<file path="config.mk">
export PLATFORM = sky130hd
export DESIGN_NAME = tfc_regs
export DESIGN_NICKNAME = d
export VERILOG_FILES = /design/src/hdl/tfc_pkg.sv /design/src/hdl/tfc_regs.sv
export SDC_FILE = /design/constraint.sdc
export NUM_CORES = 1
export LEC_CHECK = 0
export BUFFER_PORTS_ARGS = -buffer_cell sky130_fd_sc_hd__clkbuf_2
export CAP_MARGIN = 20
export CORE_UTILIZATION = 30
export DETAILED_ROUTE_END_ITERATION = 12
export GPL_TIMING_DRIVEN = 1
export PLACE_DENSITY = 0.47
export SLEW_MARGIN = 20
export SYNTH_ARGS = -nofsm -noshare
export SYNTH_HDL_FRONTEND = slang
export SYNTH_SLANG_ARGS = --single-unit
</file>
<file path="constraint.sdc">
create_clock -name clk_i -period 2.5 [get_ports clk_i]
set_input_delay 0.5 -clock clk_i [delete_from_list [all_inputs] [get_ports clk_i]]
set_output_delay 0.5 -clock clk_i [all_outputs]
set_load 0.03 [all_outputs]
</file>
<file path="src/hdl/tfc_pkg.sv">
// Constants and types of the fan and over-temperature configuration bank.
// Assumes one 10 MHz clock and a plain byte-wide register port.
//
// What this block does
// - Hold an 8-bit assertion limit in steps of 22.76 ms.
// - In fourth-input mode, assertion time beyond the limit sets bit 5 of interrupt status 0x42.
// - A zero limit raises the interrupt at once on input assertion.
// - Four 2-bit pulse-count selects, fan 1 lowest, reset value 0x55.
// - Config 4 bit 0 set makes the shared pin an alert output.
// - Config 4 bits 3:2 hold the two-wire input threshold code.
// - With the lock bit set, writes to config 4 are ignored.
// - Assertion flag sets on input assertion, clears on read, becomes timer LSB.
// - In fourth-input mode, fan 4 mask bit masks the timer event.
package tfc_pkg;
  localparam logic [7:0] CFG1_OFS      = 8'h40;
  localparam logic [7:0] INT_STAT_OFS  = 8'h42;
  localparam logic [7:0] INT_MASK_OFS  = 8'h74;
  localparam logic [7:0] OT_STAT_OFS   = 8'h79;
  localparam logic [7:0] LIMIT_OFS     = 8'h7a;
  localparam logic [7:0] PULSE_OFS     = 8'h7b;
  localparam logic [7:0] CFG4_OFS      = 8'h7d;
  localparam logic [7:0] TEST1_OFS     = 8'h7e;
  localparam logic [7:0] TEST2_OFS     = 8'h7f;
  localparam logic [7:0] LIMIT_RST     = 8'h00;
  localparam logic [7:0] PULSE_RST     = 8'h55;
  localparam logic [7:0] CFG4_RST      = 8'h00;
  localparam logic [7:0] CFG1_RST      = 8'h00;
  localparam logic [7:0] MASK_RST      = 8'h00;
  localparam logic [7:0] TEST_RST      = 8'h00;
  localparam int         LOCK_BIT      = 1;
  localparam int         FOURTH_SPEED_INPUT_OT_BIT  = 2;
  localparam int         TIMER_EV_BIT  = 5;
  localparam int         ALERT_SEL_BIT = 0;
  localparam int         THR_LSB       = 2;
  localparam logic [7:0] CFG4_WMASK    = 8'h0d;
  localparam logic [7:0] CFG1_WMASK    = 8'h06;
  localparam int         STEP_NS       = 22760000;
  localparam int         CLK_NS        = 100;
  localparam int         STEP_CYCLES   = STEP_NS / CLK_NS;
  localparam int         FLAG_STEPS    = 2;

  typedef struct packed {
    logic       wr;
    logic       rd;
    logic [7:0] addr;
    logic [7:0] wdata;
  } tfc_bus_type;
endpackage

</file>
<file path="src/hdl/tfc_regs.sv">
// Configuration bank with over-temperature assertion timer and alert.
// Assumes the bus master is on clk_i; the over-temperature pin is asynchronous.
//
// Strobed register access was chosen for this implementation.
`timescale 1ns/100ps
`default_nettype none
module tfc_regs
  import tfc_pkg::*;
#(
  parameter int STEP_CYC = STEP_CYCLES
) (
  // Clock and reset
  input  wire logic        clk_i,
  input  wire logic        arst_n_i,
  // Register port
  input  wire tfc_bus_type bus_i,
  output logic [7:0]       rdata_o,
  // Pins and events
  input  wire logic        overtemp_input_n_i,
  input  wire logic        fan_four_pulse_select_fault_i,
  // Configuration out
  output logic [7:0]       fan_pulse_sel_o,
  output logic [1:0]       two_wire_threshold_code_o,
  output logic             shared_pin_alert_select_o,
  output logic             fourth_speed_input_ot_o,
  // Alert
  output logic             irq_o,
  output logic             shared_pin_o,
  output logic             shared_pin_oe_o
);

  logic [7:0]  assert_limit_value;
  logic [7:0]  pulse_sel;
  logic [7:0]  cfg4;
  logic [7:0]  cfg1;
  logic [7:0]  int_stat;
  logic [7:0]  int_mask;
  logic [7:0]  assert_duration_count;
  logic        assert_flag_timer_lsb;
  logic        fired;
  logic [17:0] step_cnt;
  logic [7:0]  rdata;
  logic        ot_meta;
  logic        ot_sync;
  logic        ot_prev;

  logic [7:0]  next_limit;
  logic [7:0]  next_pulse_sel;
  logic [7:0]  next_cfg4;
  logic [7:0]  next_cfg1;
  logic [7:0]  next_int_stat;
  logic [7:0]  next_int_mask;
  logic [7:0]  next_count;
  logic        next_flag;
  logic        next_fired;
  logic [17:0] next_step_cnt;
  logic [7:0]  next_rdata;

  logic        ot_rise;
  logic        step;
  logic        timer_event;
  logic        lock;
  logic        fourth_speed_input_mode;
  logic [7:0]  ot_stat_view;

  function automatic logic hit(input tfc_bus_type b, input logic [7:0] ofs);
    hit = b.wr && (b.addr == ofs);
  endfunction

  // Pin synchroniser, first stage read only by second
  always_ff @(posedge clk_i or negedge arst_n_i) begin
    if (!arst_n_i) begin
      ot_meta <= 1'b0;
      ot_sync <= 1'b0;
      ot_prev <= 1'b0;
    end else begin
      ot_meta <= ~overtemp_input_n_i;
      ot_sync <= ot_meta;
      ot_prev <= ot_sync;
    end
  end

  assign ot_rise    = ot_sync && !ot_prev;
  assign lock       = cfg1[LOCK_BIT];
  assign fourth_speed_input_mode = cfg1[FOURTH_SPEED_INPUT_OT_BIT];
  assign step       = ot_sync && (step_cnt == 18'(STEP_CYC - 1));

  // Timer LSB merges with the flag once two steps have passed
  always_comb begin
    if (assert_duration_count >= 8'(FLAG_STEPS)) begin
      ot_stat_view = {assert_duration_count[7:1], 1'b1};
    end else begin
      ot_stat_view = {7'h00, assert_flag_timer_lsb};
    end
  end

  always_comb begin
    next_step_cnt = step_cnt;
    next_count    = assert_duration_count;
    next_flag     = assert_flag_timer_lsb;
    next_fired    = fired;
    timer_event   = 1'b0;
    if (!ot_sync) begin
      next_step_cnt = 18'h00000;
      next_fired    = 1'b0;
    end else if (step) begin
      next_step_cnt = 18'h00000;
    end else begin
      next_step_cnt = step_cnt + 18'h00001;
    end
    if (step && assert_duration_count != 8'hff) begin
      next_count = assert_duration_count + 8'h01;
    end
    if (bus_i.rd && bus_i.addr == OT_STAT_OFS) begin
      next_flag  = 1'b0;
      next_count = 8'h00;
    end
    if (ot_rise) begin
      next_flag = 1'b1;
    end
    if (ot_rise && assert_limit_value == 8'h00) begin
      timer_event = 1'b1;
      next_fired  = 1'b1;
    end else if (step && !fired && (assert_duration_count + 8'h01) > assert_limit_value) begin
      timer_event = assert_duration_count != 8'hff;
      next_fired  = 1'b1;
    end
  end

  always_comb begin
    next_limit     = assert_limit_value;
    next_pulse_sel = pulse_sel;
    next_cfg4      = cfg4;
    next_cfg1      = cfg1;
    next_int_mask  = int_mask;
    next_int_stat  = int_stat;
    if (hit(bus_i, LIMIT_OFS)) begin
      next_limit = bus_i.wdata;
    end
    if (hit(bus_i, PULSE_OFS)) begin
      next_pulse_sel = bus_i.wdata;
    end
    if (hit(bus_i, CFG4_OFS) && !lock) begin
      next_cfg4 = bus_i.wdata & CFG4_WMASK;
    end
    if (hit(bus_i, CFG1_OFS)) begin
      next_cfg1 = (bus_i.wdata & CFG1_WMASK) | (cfg1 & (8'h01 << LOCK_BIT));
    end
    if (hit(bus_i, INT_MASK_OFS)) begin
      next_int_mask = bus_i.wdata;
    end
    if (hit(bus_i, INT_STAT_OFS)) begin
      next_int_stat = int_stat & ~bus_i.wdata;
    end
    // Set wins over a same-cycle clear
    if ((fourth_speed_input_mode && timer_event) || (!fourth_speed_input_mode && fan_four_pulse_select_fault_i)) begin
      next_int_stat[TIMER_EV_BIT] = 1'b1;
    end
  end

  always_comb begin
    next_rdata = 8'h00;
    if (bus_i.rd) begin
      case (bus_i.addr)
        CFG1_OFS:     next_rdata = cfg1;
        INT_STAT_OFS: next_rdata = int_stat;
        INT_MASK_OFS: next_rdata = int_mask;
        OT_STAT_OFS:  next_rdata = ot_stat_view;
        LIMIT_OFS:    next_rdata = assert_limit_value;
        PULSE_OFS:    next_rdata = pulse_sel;
        CFG4_OFS:     next_rdata = cfg4;
        TEST1_OFS:    next_rdata = TEST_RST;
        TEST2_OFS:    next_rdata = TEST_RST;
        default:      next_rdata = 8'h00;
      endcase
    end
  end

  always_ff @(posedge clk_i or negedge arst_n_i) begin
    if (!arst_n_i) begin
      assert_limit_value    <= LIMIT_RST;
      pulse_sel             <= PULSE_RST;
      cfg4                  <= CFG4_RST;
      cfg1                  <= CFG1_RST;
      int_stat              <= 8'h00;
      int_mask              <= MASK_RST;
      assert_duration_count <= 8'h00;
      assert_flag_timer_lsb <= 1'b0;
      fired                 <= 1'b0;
      step_cnt              <= 18'h00000;
      rdata                 <= 8'h00;
    end else begin
      assert_limit_value    <= next_limit;
      pulse_sel             <= next_pulse_sel;
      cfg4                  <= next_cfg4;
      cfg1                  <= next_cfg1;
      int_stat              <= next_int_stat;
      int_mask              <= next_int_mask;
      assert_duration_count <= next_count;
      assert_flag_timer_lsb <= next_flag;
      fired                 <= next_fired;
      step_cnt              <= next_step_cnt;
      rdata                 <= next_rdata;
    end
  end

  assign rdata_o                   = rdata;
  assign fan_pulse_sel_o           = pulse_sel;
  assign two_wire_threshold_code_o = cfg4[THR_LSB +: 2];
  assign shared_pin_alert_select_o = cfg4[ALERT_SEL_BIT];
  assign fourth_speed_input_ot_o   = fourth_speed_input_mode;
  assign irq_o                     = |(int_stat & ~int_mask);
  // Open-drain alert, pulled low while active
  assign shared_pin_o              = 1'b0;
  assign shared_pin_oe_o           = irq_o && cfg4[ALERT_SEL_BIT];
endmodule
`default_nettype wire

</file>
# == Word level (Yosys, flattened, before mapping) ==
# Cells that the tools add are included.
# classes
n_addsub,2
multipliers,0
div,0
n_lt_le_gt_ge,2
eq_ne,10
shift,0
mux,16
bitwise,6
n_reduce_logical,27
# op_table
cell,count
$eq 8x7->1 const B,7
$pmux 8 s7,1
$mux 18,2
$mux 8,4
$add 18x1->18 const B,1
$eq 18x18->1 const B,1
$logic_and 1x1->1,17
$and 8x8->8,2
$not 8->8,2
$add 8x1->8 const B,1
$ge 8x2->1 const B,1
$gt 8x8->1,1
$logic_not 8->1,1
$mux 1,8
$ne 8x8->1 const B,1
$reduce_or 8->1,1
$mux 6,1
$reduce_bool 2->1,3
$logic_not 1->1,4
$ne 3x1->1 const B,1
$or 3x2->3,1
$logic_or 1x1->1,1
$not 1->1,1
# word_totals
reg_bits,82
latchBits,0
mem_bits_rw,0
mem_bits_ro,0
input_bits,22
wordCells,78
mem_count,0

# == Longest topological paths before layout ==
# logic_depth
depth_word,9
mapped_depth,11
mapped_depth_nobuf,10

# == Least setup slack after synthesis ==
# Ideal clock, no wire load.
# synth_timing
path_kind,register to register
startpoint,reg assert_duration_count[2]
endpoint,reg fired
t_arrival_ps,2268
required_time_ps,2354
setup_slack_ps,87
stages_incl_launch_ff,12
path_buffers,1
path_cell_list,dfrtp_1 -> clkbuf_1 -> and2_1 -> nand4_1 -> nor2b_1 -> xnor2_1 -> ha_1 -> nand4_1 -> or3_1 -> nor2b_1 -> a32oi_1 -> o311ai_0
# synth_via
elab_chain_cells,5
word_cells_on_any_way,6
# synth_rtl
item,line_no,rtl
start: declaration,tfc_regs.sv:38,logic [7:0] assert_duration_count;
start signal: assignment,tfc_regs.sv:199,assert_duration_count <= next_count;
$add 8x1->8 (*),tfc_regs.sv:124,end else if (step && !fired && (assert_duration_count + 8'h01) > assert_limit_value) begin
$gt 8x8->1 (*),tfc_regs.sv:124,
$logic_and 1x1->1 (*),tfc_regs.sv:124,
$mux 1,tfc_regs.sv:124,
$mux 1,tfc_regs.sv:121,if (ot_rise && assert_limit_value == 8'h00) begin
end signal: assignment,tfc_regs.sv:201,fired <= next_fired;
end: declaration,tfc_regs.sv:40,logic fired;
# Mark *: on every way between the ends. The rest lies on a longest branch, timed or not.
# A chain may end at the register's enable or synchronous reset.

# == Worst setup path in the final report ==
# layout_timing
startpoint,reg assert_duration_count[1]
endpoint,reg fired
# The elaborated chain is that of the path after synthesis.

==> summary.md <==
| Metric | Value |
|---|---|
| I/O pin cnt | 45 |
| Top_reg_cell synth | dfrtp_1 |
| Worst skew pair latency | approximately 0.34 ns |
| Most frequent cell on the critical path | nand4_1 |
| Final Max Slew Viols | 0 |
| Syn Nets | 419 |
| Die W | 116 µm |
| Max Cap Violations | 0 |
| Fill cells | 1282 |
| Final ANT Viol Nets | 0 |
| GR Util met2 | 23.8% |
| Commonest non-fill, non-tap cell in the layout | dfrtp_1 |
| Crit Path Max Fanout | 7 |
| Port bufs | 43 |
| Vias per inst | 4.85 |
| RSZ-0062 raised after global routing | false |
| Total CTS buffers | 9 |
| Fin cells | about 620 |
| Core Util, Final | between 30% and 40% |
| Biggest area consumer among synthesized cells | dfrtp_1 |
| Total power | roughly 0.003 W |
| Worst Clk Skew | 0.00780 ns |
| Global-route wire length before repair | approximately 16 mm |
| Post-route clock period utilization | between 90% and 100% |
| Final WL | roughly 10 mm |
| Number of synthesized flops with an enable pin | 0 |
| DP HPWL | 7.59 mm |
| Ys Warns | 0 |
| GR met1 Demand/Resource | 22.8% |
| Combinational power share | 12.9% |
| Cts hold-fix bufs | 0 |
| CTS tree | yes |
| Endpoint class of the critical path | flop |
| Nets | 480 |
| Starting density of the core | between 30% and 40% |
| Ys async rst share | 100% |
| Mapped Cells | about 390 |
| CP Data Required Time | 2.70 ns |
| Final Hold Fails | 0 |
| Reg power frac | 43.4% |
| Top Family by Delay on Critical Path | simple AND/OR/NAND/NOR gates |
| Class of the worst hold path | input port to async pin |
| P per Cell Area | 647 nW/µm² |
| Vias in the first global route | 2939 |
| Yosys top cell area share | 46.4% |
| Yosys reg bits | 76 |
| Switch share | 25.9% |
| Outcome | finished, final reports clean |
| Internal | ~0.0023 W |
| Met3 Use GR | 4.29% |
| Storage element area | 1910 µm² |
| Antenna diodes | 0 |
| Critical-path top delay cell | dfrtp_2 |
| Count of final setup violators | 0 |
| Number of core rows | 41 |
| Worst path cell trace | ha_2 -> nand4_1 -> xnor2_1 -> ha_1 -> nand4_1 -> or3_1 -> nor2b_1 -> a32oi_1 -> o311ai_0 |
| Die Height | ~120 µm |
| Drt pass-1 iters | 5 |
| Maximum clock path buffer count | 2 |
| Placed cell count | between 600 and 700 |
| Clock Power Share | 43.7% |
| Routed length per instance | 16.0 µm |
| Most crowded layer after global routing | met2 |
| H-tree Lvls | 3 |
| Register area share after synthesis | 49.1% |
| Initial antenna violation count | 0 |
| Most frequent cells in the layout | dfrtp_1 (71), nor2_1 (42), clkbuf_2 (42) |
| Clock net sink count | 76 |
| All-Layer GR Usage | about 16% |
| Final setup TNS | 0 ns |
| Tmin final | 2.38 ns |
| CP arrival | 2.58 ns |
| Share of cells above drive strength 1 | 25.2% |
| Crit path kind | flop to flop |
| Synth Area per Inst | 10.1 µm² |
| Core area | 12600 µm² |
| Area grow syn2layout | 21.3% |
| Global route overflow | 0 |
| Gpl congestion | 0.813 |
| Max Clock Freq | ~420 MHz |
| Psw | between 0.0007 and 0.0008 W |
| Slew headroom | 55.5% |
| Total number of vias | 3025 |
| Hold Slack | 0.0953 ns |
| VDD IR max | 0.301 mV |
| DRC viols | 0 |
| Synth area leaders | dfrtp_1 (46%), mux2_2 (6.7%), nor2_1 (4.1%) |
| Post-CTS setup buffer count | 0 |
| Synthesized area | 3880 µm² |
| CTS root buf | clkbuf_16 |
| DRT iter0 DRCs | 188 |
| Pin count of the biggest net entering global routing | 32 |
| Leak pwr | 2.18 nW |
| Tightest Pin Transition | 0.663 ns |
| CP Launch Type | flop |
| Area of the multi-input gates | between 1500 and 2000 µm² |
| CP max stage delay | 0.43 ns |
| Yosys cell types | slightly below 50 |
| Clock transition at the registers of the reported paths | 0.06 ns |
| DIE AREA | 13400 µm² |
| Buf+Inv Stages, Crit Path | 0 |
==> registers in the layout, indices dropped and copies added, names as in the netlist <==
name                   flops
assert_duration_count      8
assert_flag_timer_lsb      1
assert_limit_value         8
cfg1                       2
cfg4                       3
fan_pulse_sel_o            8
fired                      1
int_mask                   8
int_stat                   8
ot_meta                    1
ot_prev                    1
ot_sync                    1
rdata_o                    8
step_cnt                  18
==> per-layer routing <==
metal | wire [µm] | vias to the layer above
met2 | 4340 | 64
met3 | 452 | 11
met5 | 0 | -
met4 | 125 | 0
met1 | 5090 | 1476
li1 | - | 1474
==> worst reg2reg max path, stage by stage (launching register included) <==
cell and delay, ns:
dfrtp_2 0.43, ha_2 0.25, nand4_1 0.14, xnor2_1 0.17
ha_1 0.30, nand4_1 0.11, or3_1 0.37, nor2b_1 0.14
a32oi_1 0.19, o311ai_0 0.14
==> synthesized netlist by cell type, types with 8 or more instances <==
library cell  number
a21oi_1           14
o21ai_0           19
nor2b_1            8
nor2_1            42
a22oi_1            9
clkbuf_1           9
nand3_1           14
nand2_1           31
xor2_1            11
and3_1             8
xnor2_1           17
inv_1             25
ha_1              11
dfrtp_1           72
nor3_1             9
mux2_2            23
==> kinds of logic (layout without fill, tap and decap cells) <==
| kind of cell | count (synthesis) | in the layout | synth area share (%) |
|---|---|---|---|
| simple gates | 140 | 140 | 18.4 |
| flops | 76 | 76 | 49.1 |
| compound gates | 64 | 64 | 10.5 |
| buf+inv | 39 | 105 | 4.32 |
| xor+xnor | 28 | 28 | 6.32 |
| mux | 27 | 27 | 7.70 |
| fa+ha+maj | 11 | 11 | 3.55 |
| other cells | 1 | 1 | 0.0966 |
==> power by group through the flow <==
stage               clock network (W)  logic (W)  registers, W
floorplan                           0   0.000222       0.00135
global placement                    0   0.000385       0.00134
detailed placement                  0   0.000386       0.00134
CTS                           0.00136   0.000390       0.00132
global route                  0.00142   0.000434       0.00133
finish                        0.00133   0.000393       0.00132
==> repair_timing <==
action,in CTS,in global routing
resized for setup,0,3
hold endpoints to repair,0,0
setup endpoints to repair,0,2
==> stage by stage <==
step / cell area (µm²) / setup WS, ns
after floorplan: 3880 / 0.0867
after global placement: 4400 / 0.140
after detailed placement: 4400 / 0.0393
after CTS: 4700 / 0.0373
after global routing: 4710 / 0.00431
final: 4710 / 0.123
==> final timing paths <==
| kind | from | cells past startpoint | slack (ns) | to |
|---|---|---|---|---|
| setup / recovery | assert_duration_count[1] | 9 | 0.12 | fired |
| hold / removal | arst_n_i | 1 | 0.1 | assert_duration_count[0] |
| setup reg to reg | assert_duration_count[1] | 9 | 0.12 | fired |
| hold reg to reg | ot_meta | 0 | 0.35 | ot_sync |
| max in group asynchronous | arst_n_i | 2 | 1.68 | fan_pulse_sel_o[6] |
| min in group clk_i | overtemp_input_n_i | 2 | 0.31 | ot_meta |
==> final cells by class <==
cell class | instances | share of cell area [%]
timing repair buffer | 64 | 7.97
tap | 172 | 4.57
clock buffer | 12 | 5.45
clock inverter | 4 | 1.01
multi-input combinational | 271 | 38.5
inverter | 25 | 1.99
sequential | 76 | 40.5
Note: power is estimated with default switching activity, not from simulation.
